===== src/inc/cis_pkg.sv =====
// Package for the channel interrupt source summary block
package cis_pkg;
    localparam int CIS_NUM_CH = 22;
    localparam logic [11:0] CIS_OFF_LOW = 12'h2c0;
    localparam logic [11:0] CIS_OFF_MID = 12'h300;
    localparam logic [11:0] CIS_OFF_HIGH = 12'h340;
    localparam logic [11:0] CIS_OFF_ZERO = 12'h380;
    localparam logic [11:0] CIS_OFF_IRQ_STAT = 12'h3e0;
    localparam logic [11:0] CIS_OFF_IRQ_MASK = 12'h3e4;
    localparam logic [7:0] CIS_RST_SUMMARY = 8'h00;
    localparam logic [3:0] CIS_RST_IRQ_MASK = 4'h0;
    localparam int CIS_POS_LOW = 0;
    localparam int CIS_POS_MID = 8;
    localparam int CIS_POS_HIGH = 16;
    localparam int CIS_W_HIGH = 5;
    localparam int CIS_POS_ZERO_BIT = 7;
    localparam int CIS_GRP_LOW = 0;
    localparam int CIS_GRP_MID = 1;
    localparam int CIS_GRP_HIGH = 2;
    localparam int CIS_GRP_ZERO = 3;
    localparam int CIS_NUM_GRP = 4;
endpackage : cis_pkg


===== src/core/cis_group_or.sv =====
// Channel summary grouping: slices chan_flags_any into the low, mid, high and zero groups
`timescale 1ns/1ps
module cis_group_or
    import cis_pkg::*;
(
    input wire logic [CIS_NUM_CH-1:0] chan_flags_any,
    output logic [7:0] chan_pending_low_group,
    output logic [7:0] chan_pending_mid_group,
    output logic [4:0] chan_pending_high_group,
    output logic chan_zero_pending
);
    assign chan_zero_pending = chan_flags_any[0];
    assign chan_pending_low_group = chan_flags_any[CIS_POS_LOW+8 -: 8];
    assign chan_pending_mid_group = chan_flags_any[CIS_POS_MID+8 -: 8];
    assign chan_pending_high_group = chan_flags_any[CIS_POS_HIGH+CIS_W_HIGH -: CIS_W_HIGH];
endmodule : cis_group_or


===== src/core/cis_irq_status.sv =====
// Sticky status and mask for group interrupt events
`timescale 1ns/1ps
module cis_irq_status
    import cis_pkg::*;
(
    input wire logic ref_clk,
    input wire logic rst_b,
    input wire logic [CIS_NUM_GRP-1:0] grp_any,
    input wire logic clr_we,
    input wire logic mask_we,
    input wire logic [CIS_NUM_GRP-1:0] wdata,
    output logic [CIS_NUM_GRP-1:0] stat_q,
    output logic [CIS_NUM_GRP-1:0] mask_q,
    output logic irq
);
    logic [CIS_NUM_GRP-1:0] grp_prev_q;
    logic [CIS_NUM_GRP-1:0] rise;

    assign rise = grp_any & ~grp_prev_q;

    always_ff @(posedge ref_clk or negedge rst_b) begin
        if (!rst_b) begin
            grp_prev_q <= '0;
        end else begin
            grp_prev_q <= grp_any;
        end
    end

    // Set wins over clear
    always_ff @(posedge ref_clk or negedge rst_b) begin
        if (!rst_b) begin
            stat_q <= '0;
        end else begin
            stat_q <= (stat_q & ~(clr_we ? wdata : '0)) | rise;
        end
    end

    always_ff @(posedge ref_clk or negedge rst_b) begin
        if (!rst_b) begin
            mask_q <= CIS_RST_IRQ_MASK;
        end else if (mask_we) begin
            mask_q <= wdata;
        end
    end

    assign irq = |(stat_q & mask_q);
endmodule : cis_irq_status


===== src/core/cis_channel_irq_summary.sv =====
// Channel interrupt source summary with APB slave
//
// Decided for this implementation: the APB register port.
`timescale 1ns/1ps
module cis_channel_irq_summary
    import cis_pkg::*;
(
    input wire logic ref_clk,
    input wire logic rst_b,
    input wire logic [CIS_NUM_CH-1:0] chan_flags_any,
    input wire logic psel,
    input wire logic penable,
    input wire logic pwrite,
    input wire logic [11:0] paddr,
    input wire logic [31:0] pwdata,
    input wire logic [3:0] pstrb,
    output logic [31:0] prdata,
    output logic pready,
    output logic pslverr,
    output logic irq
);
    // ------------------------------------------------------------
    // Summary bits
    // ------------------------------------------------------------
    logic [7:0] chan_pending_low_group;
    logic [7:0] chan_pending_mid_group;
    logic [4:0] chan_pending_high_group;
    logic chan_zero_pending;
    logic [CIS_NUM_CH-1:0] flags_gated;
    logic rst_seen_q;

    // Reads 0 in the first cycle after reset release
    always_ff @(posedge ref_clk or negedge rst_b) begin
        if (!rst_b) begin
            rst_seen_q <= 1'b0;
        end else begin
            rst_seen_q <= 1'b1;
        end
    end

    assign flags_gated = rst_seen_q ? chan_flags_any : '0;

    cis_group_or u_or (
        .chan_flags_any(flags_gated),
        .chan_pending_low_group(chan_pending_low_group),
        .chan_pending_mid_group(chan_pending_mid_group),
        .chan_pending_high_group(chan_pending_high_group),
        .chan_zero_pending(chan_zero_pending)
    );

    logic [7:0] reg_low;
    logic [7:0] reg_mid;
    logic [7:0] reg_high;
    logic [7:0] reg_zero;

    assign reg_low = chan_pending_low_group;
    assign reg_mid = chan_pending_mid_group;
    assign reg_high = {3'h0, chan_pending_high_group};
    assign reg_zero = {chan_zero_pending, 7'h00};

    // ------------------------------------------------------------
    // Group events and interrupt
    // ------------------------------------------------------------
    logic [CIS_NUM_GRP-1:0] grp_any;
    logic [CIS_NUM_GRP-1:0] stat_q;
    logic [CIS_NUM_GRP-1:0] mask_q;
    logic wr_acc;
    logic clr_we;
    logic mask_we;

    assign grp_any[CIS_GRP_LOW] = |reg_low;
    assign grp_any[CIS_GRP_MID] = |reg_mid;
    assign grp_any[CIS_GRP_HIGH] = |reg_high;
    assign grp_any[CIS_GRP_ZERO] = |reg_zero;

    function automatic logic hit(input logic [11:0] a, input logic [11:0] off);
        hit = (a[11:2] == off[11:2]);
    endfunction : hit

    assign wr_acc = psel & penable & pwrite & pstrb[0];
    assign clr_we = wr_acc & hit(paddr, CIS_OFF_IRQ_STAT);
    assign mask_we = wr_acc & hit(paddr, CIS_OFF_IRQ_MASK);

    cis_irq_status u_irq (
        .ref_clk(ref_clk),
        .rst_b(rst_b),
        .grp_any(grp_any),
        .clr_we(clr_we),
        .mask_we(mask_we),
        .wdata(pwdata[CIS_NUM_GRP-1:0]),
        .stat_q(stat_q),
        .mask_q(mask_q),
        .irq(irq)
    );

    // ------------------------------------------------------------
    // APB read path
    // ------------------------------------------------------------
    logic mapped;

    assign pready = 1'b1;
    assign mapped = hit(paddr, CIS_OFF_LOW) | hit(paddr, CIS_OFF_MID) | hit(paddr, CIS_OFF_HIGH)
        | hit(paddr, CIS_OFF_ZERO) | hit(paddr, CIS_OFF_IRQ_STAT) | hit(paddr, CIS_OFF_IRQ_MASK);
    assign pslverr = psel & penable & ~mapped;

    always_comb begin
        prdata = 32'h0000_0000;
        if (psel && !pwrite) begin
            if (hit(paddr, CIS_OFF_LOW)) begin
                prdata = {24'h0, reg_low};
            end else if (hit(paddr, CIS_OFF_MID)) begin
                prdata = {24'h0, reg_mid};
            end else if (hit(paddr, CIS_OFF_HIGH)) begin
                prdata = {24'h0, reg_high};
            end else if (hit(paddr, CIS_OFF_ZERO)) begin
                prdata = {24'h0, reg_zero};
            end else if (hit(paddr, CIS_OFF_IRQ_STAT)) begin
                prdata = {28'h0, stat_q};
            end else if (hit(paddr, CIS_OFF_IRQ_MASK)) begin
                prdata = {28'h0, mask_q};
            end
        end
    end
endmodule : cis_channel_irq_summary


===== config.mk =====
export PLATFORM = sky130hd
export DESIGN_NAME = cis_channel_irq_summary
export DESIGN_NICKNAME = d
export VERILOG_FILES = /design/src/inc/cis_pkg.sv /design/src/core/cis_group_or.sv /design/src/core/cis_irq_status.sv /design/src/core/cis_channel_irq_summary.sv
export SDC_FILE = /design/constraint.sdc
export NUM_CORES = 1
export LEC_CHECK = 0
export BUFFER_PORTS_ARGS = -buffer_cell sky130_fd_sc_hd__clkbuf_2
export CAP_MARGIN = 5
export CORE_ASPECT_RATIO = 1.1
export CORE_MARGIN = 2
export CORE_UTILIZATION = 41
export DETAILED_ROUTE_END_ITERATION = 8
export PLACE_DENSITY = 0.87
export SLEW_MARGIN = 20
export SYNTH_ARGS = -nofsm -noshare
export SYNTH_HDL_FRONTEND = slang
export SYNTH_SLANG_ARGS = --single-unit

===== constraint.sdc =====
create_clock -name ref_clk -period 3.5 [get_ports ref_clk]
set_input_delay 0.35 -clock ref_clk [delete_from_list [all_inputs] [get_ports ref_clk]]
set_output_delay 0.35 -clock ref_clk [all_outputs]
set_load 0.01 [all_outputs]

; ---- Yosys cells after proc, flatten, opt, wreduce, memory -nomap -nowiden
; Index checks and enable logic that the tools add are counted.
[word_totals]
register_bits = 13
input_bits = 75
wordCells = 43
[classes]
n_eq_ne = 6
n_mux = 9
n_bitwise = 18
reduce_logical = 6
[op_table]
columns = operator, n
row1 = $eq A10 B8 Y1 const B, 6
row2 = $mux W32, 1
row3 = $mux W8, 4
row4 = $mux W22, 1
row5 = $reduce_or A8 Y1, 2
row6 = $and A4 B4 Y4, 3
row7 = $mux W4, 3
row8 = $not A4 Y4, 2
row9 = $and A1 B1 Y1, 6
row10 = $or A1 B1 Y1, 5
row11 = $reduce_or A5 Y1, 1
row12 = $or A4 B4 Y4, 1
row13 = $reduce_or A4 Y1, 1
row14 = $logic_and A1 B1 Y1, 1
row15 = $logic_not A1 Y1, 1
row16 = $not A1 Y1, 1

; ---- Logic depth before layout (Yosys ltp)
[logic_depth]
word_depth = 8
mapped_depth = 6
depth_no_buf = 4

; ---- By module
; Synthesis repeated with hierarchy kept, for this count alone.
[hier_totals]
hier_cells = 172
hier_area_um2 = 1441.4
[modules_own_cells]
columns = module, instances, cells_each, area_per_inst_um2, seq_area_each_um2
row1 = cis_channel_irq_summary, 1, 119, 847.1, 25.0
row2 = cis_irq_status, 1, 31, 429.2, 300.3
row3 = cis_group_or, 1, 22, 165.2, 0.0

; ---- Worst setup path after synthesis
; No wires, ideal clock.
[synth_path]
path_type = in2out
startpoint = input port paddr[5]
endpoint = output port prdata[1]
t_arrival_ns = 1.730
required_time_ns = 3.150
slack_ns = 1.420
cell_stages = 6
n_path_buf = 2
cell_sequence = clkbuf_1 > or3_1 > clkbuf_1 > a21oi_1 > a311o_1 > a221oi_1
[synth_via]
elab_chain_cells = 8
elab_cells_between_ends = 13
classes_between = eq/ne (6) / mux (7)
[synth_lines]
columns = item, line
row1 = from (decl), cis_channel_irq_summary.sv:14  ; input wire logic [11:0] paddr,
row2 = $eq A10 B8 Y1, cis_channel_irq_summary.sv:77  ; hit = (a[11:2] == off[11:2]);
row3 = $mux W4, cis_channel_irq_summary.sv:119  ; end else if (hit(paddr, CIS_OFF_IRQ_MASK)) begin
row4 = $mux W4, cis_channel_irq_summary.sv:117  ; end else if (hit(paddr, CIS_OFF_IRQ_STAT)) begin
row5 = $mux W8, cis_channel_irq_summary.sv:115  ; end else if (hit(paddr, CIS_OFF_ZERO)) begin
row6 = $mux W8, cis_channel_irq_summary.sv:113  ; end else if (hit(paddr, CIS_OFF_HIGH)) begin
row7 = $mux W8, cis_channel_irq_summary.sv:111  ; end else if (hit(paddr, CIS_OFF_MID)) begin
row8 = $mux W8 (*), cis_channel_irq_summary.sv:109  ; if (hit(paddr, CIS_OFF_LOW)) begin
row9 = $mux W32 (*), cis_channel_irq_summary.sv:108  ; if (psel && !pwrite) begin
row10 = to (decl), cis_channel_irq_summary.sv:17  ; output logic [31:0] prdata,
; Mark *: on every way between the ends. The rest lies on a longest branch, timed or not.

; ---- Worst setup path after layout
[layout_path]
startpoint = register rst_seen_q
endpoint = output port prdata[2]
[layout_via]
elab_chain_cells = 5
[layout_lines]
columns = item, line
row1 = from (decl), cis_channel_irq_summary.sv:30  ; logic rst_seen_q;
row2 = from (signal assigned), cis_channel_irq_summary.sv:35  ; rst_seen_q <= 1'b0;
row3 = from (signal assigned), cis_channel_irq_summary.sv:37  ; rst_seen_q <= 1'b1;
row4 = $mux W22 (*), cis_channel_irq_summary.sv:41  ; assign flags_gated = rst_seen_q ? chan_flags_any : '0;
row5 = $mux W8, cis_channel_irq_summary.sv:113
row6 = $mux W8, cis_channel_irq_summary.sv:111
row7 = $mux W8 (*), cis_channel_irq_summary.sv:109
row8 = $mux W32 (*), cis_channel_irq_summary.sv:108
; Marked as above.

==> results.md <==
- Status: completed
- Top-count cell post-synth: buf_4
- Crit path kind: flip-flop to primary output
- CP startpoint: rst_seen_q
- Tmin final: about 2.4 ns
- Synthesized instance count: roughly 150
- Clock sinks: 13
- Layout cells sized above 1: between 30 and 40%
- PD cells: 224 nW/µm²
- Port Buffer Count: slightly above 50
- Sw power: a little under 100 µW
- CP arrival: 2.01 ns
- Die ar.: 3460 µm²
- Seq/Total Area, Yosys: 26.4%
- EDFF count, synth: 0
- DR vias: between 1000 and 1500
- Total power: about 330 µW
- First-pass detailed-route iteration total: 4
- Startpoint Class: flip-flop
- Area share of the largest cell type after synthesis: 26.4%
- Worst hold path depth: 2
- Final ANT Viol Nets: 0
- P_leak: a little under 0.7 nW
- Reg2reg setup slack: about 2.2 ns
- Post-synth cell types: 36
- Final setup vio count: 0
- Worst vdd ir: 0.194 mV
- Final GP Congestion: around 0.81
- H-tree depth: 1
- Worst r2r path cells: 2
- Design Area, Final: ~1500 µm²
- Clock slew at reported path FFs: ~0.080 ns
- Row count: 20
- Critical path fanouts, max: 16
- Period Utilization, post-route: between 60 and 70%
- Top post-synthesis cells by count: buf_4 (25), nand2_1 (17), dfrtp_1 (13)
- Cell Area, Placed: between 1000 and 1500 µm²
- Int Power: 227 µW
- Total clock buffers created by CTS: 3
- Largest stage delay, worst path: 0.67 ns
- Nets: between 200 and 300
- Final Hold Viols: 0
- CP max-delay cell: dfrtp_1
- Max-slew headroom: between 40 and 50%
- Clock power frac: between 20% and 30%
- Seq cells post-synth: 13
- RSZ-0062 raised after global routing: false
- Max-slew violations: 0
- DR DRC count: 0
- Core Region: around 2800 µm²
- Slew @ Worst Pin: between 0.8 and 0.9 ns
- CTS tree: yes
- Max clock buf depth: 2
- HPWL after detailed placement: 2530 µm
- Worst Hold Class: input pin to flip-flop
- Vias in the first global route: around 1000
- Skew-Pair Late Insertion Delay: approximately 0.27 ns
- Post-Route WL: roughly 3000 µm
- Max Clk Rate: 0.423 GHz
- R2R Path End: u_irq.stat_q[1]
- Clk root buf: clkbuf_4
- Largest net degree at the start of global routing: 17
- Comb pwr share: between 20% and 30%
- Required time worst endpoint: about 3.2 ns
- Synth-to-Final Area Change: 17.9%
- Hold Path End: u_irq.mask_q[3]
- Sequential share of power: roughly half
- Yosys warns: 0
- Setup TNS: 0 ns
- Hold_sp: pwdata[3]
- Initial DRC count: 55
- Synth area leader: dfrtp_1
- Synth async-reset ratio: between 90% and 100%
- CP bufs+invs: 1
- Primary FF master, synth: dfrtp_1
- Largest cells by area after synthesis: dfrtp_1 (26%), buf_4 (15%), nand2_1 (5.2%)
- Post-CTS resize count: 0
- Mapped Area: around 1200 µm²
- Die height: slightly above 60 µm
- Crit-path leading delay family: flip-flops
- Maxcap violations: 0
- First-pass GRT wire length: between 4000 and 5000 µm
- Ports: 110
- Switching share of power: 30.2%
- Grt ovf: 0
- Synth Area per Inst: between 8 and 9 µm²
- Routed len/inst: 13.2 µm
- Die Width: roughly 56 µm
- GRT Overall Usage: between 10% and 20%
- Initial antenna violation count: 0
- Via/cell ratio: about 5.5
- Worst r2r src: rst_seen_q
- Crit end category: primary output
- Worst Skew: 0.00469 ns
- Worst path cell trace: and4b_1 -> and3_1 -> o21ai_0 -> a221oi_1 -> clkbuf_2
- Initial core utilization: between 40% and 50%
- Antenna fix cells: 0
[layout by cell type (no fill, tap or decap), types with 3 or more instances in the layout]
cell / count
nor2_1: 3
o21ai_0: 5
nor4_1: 8
dfrtp_1: 13
a21oi_1: 5
inv_1: 4
mux2_2: 5
and3_1: 4
nand2_1: 17
clkbuf_2: 51
nand4b_1: 5
conb_1: 26
clkbuf_4: 3
a22o_1: 4
a311o_1: 4
a22oi_1: 5
nor3_1: 5
[worst max-delay path by stage]
stage / endpoint / cells after the start
2_1_floorplan: prdata[1] / 6
3_3_place_gp: prdata[3] / 6
3_5_place_dp: prdata[5] / 6
4_1_cts: prdata[2] / 5
5_1_grt: prdata[1] / 5
6_report: prdata[2] / 5
[through the flow]
| step | instances | hold WS (ns) | setup slack, ns | utilization, % |
|---|---|---|---|---|
| 3_5_place_dp | 224 | 0.258 | 1.21 | 50.5 |
| 6_report | 229 | 0.321 | 1.14 | 51.8 |
| 3_3_place_gp | 224 | 0.251 | 1.22 | 50.5 |
| 4_1_cts | 229 | 0.318 | 1.19 | 51.8 |
| 5_1_grt | 229 | 0.324 | 1.01 | 51.8 |
| 2_1_floorplan | 169 | 0.0544 | 1.42 | - |
[what timing repair did]
action                                  CTS  global route
endpoints found under the setup margin    0             0
hold buffers                              1             0
endpoints found under the hold margin    13             0
setup buffers                             0             0
[area by class of cell]
cell class,count,area (µm²)
clock buffer,4,26.3
fill,291,1350
inverter,4,15.0
multi-input combinational,123,778
sequential,13,325
tap,33,41.3
timing repair buffer,52,265
[flip-flops by register name (all words and copies together) (netlist names)]
register and count:
u_irq.grp_prev_q 4, u_irq.mask_q 4, rst_seen_q 1, u_irq.stat_q 4
[metal layers]
| metal | global-route usage [%] | wire [µm] | part of all wire [%] | vias up |
|---|---|---|---|---|
| met4 | 6.46 | 46 | 1.5 | 0 |
| met3 | 1.26 | 180 | 5.9 | 4 |
| met1 | 21.8 | 1290 | 43 | 600 |
| met2 | 29.4 | 1510 | 50 | 50 |
| li1 | - | - | - | 597 |
| met5 | 0 | 0 | 0 | - |
[power groups by stage]
stage / registers, mW / logic [mW] / clock network [mW]
2_1_floorplan: 0.157 / 0.0593 / 0
3_3_place_gp: 0.159 / 0.0755 / 0
3_5_place_dp: 0.160 / 0.0763 / 0
4_1_cts: 0.156 / 0.0774 / 0.0933
5_1_grt: 0.157 / 0.0865 / 0.101
6_report: 0.157 / 0.0779 / 0.0908
[cell families after synthesis]
logic type / after synthesis / share of synthesized area [%]
AND/OR/NAND/NOR: 60 / 30.5
buffers and inverters: 33 / 17.7
AO/OA/AOI/OAI: 31 / 19.4
flip-flops: 13 / 26.4
multiplexers: 6 / 5.39
other: 2 / 0.610
(Power assumes the default switching activity.)
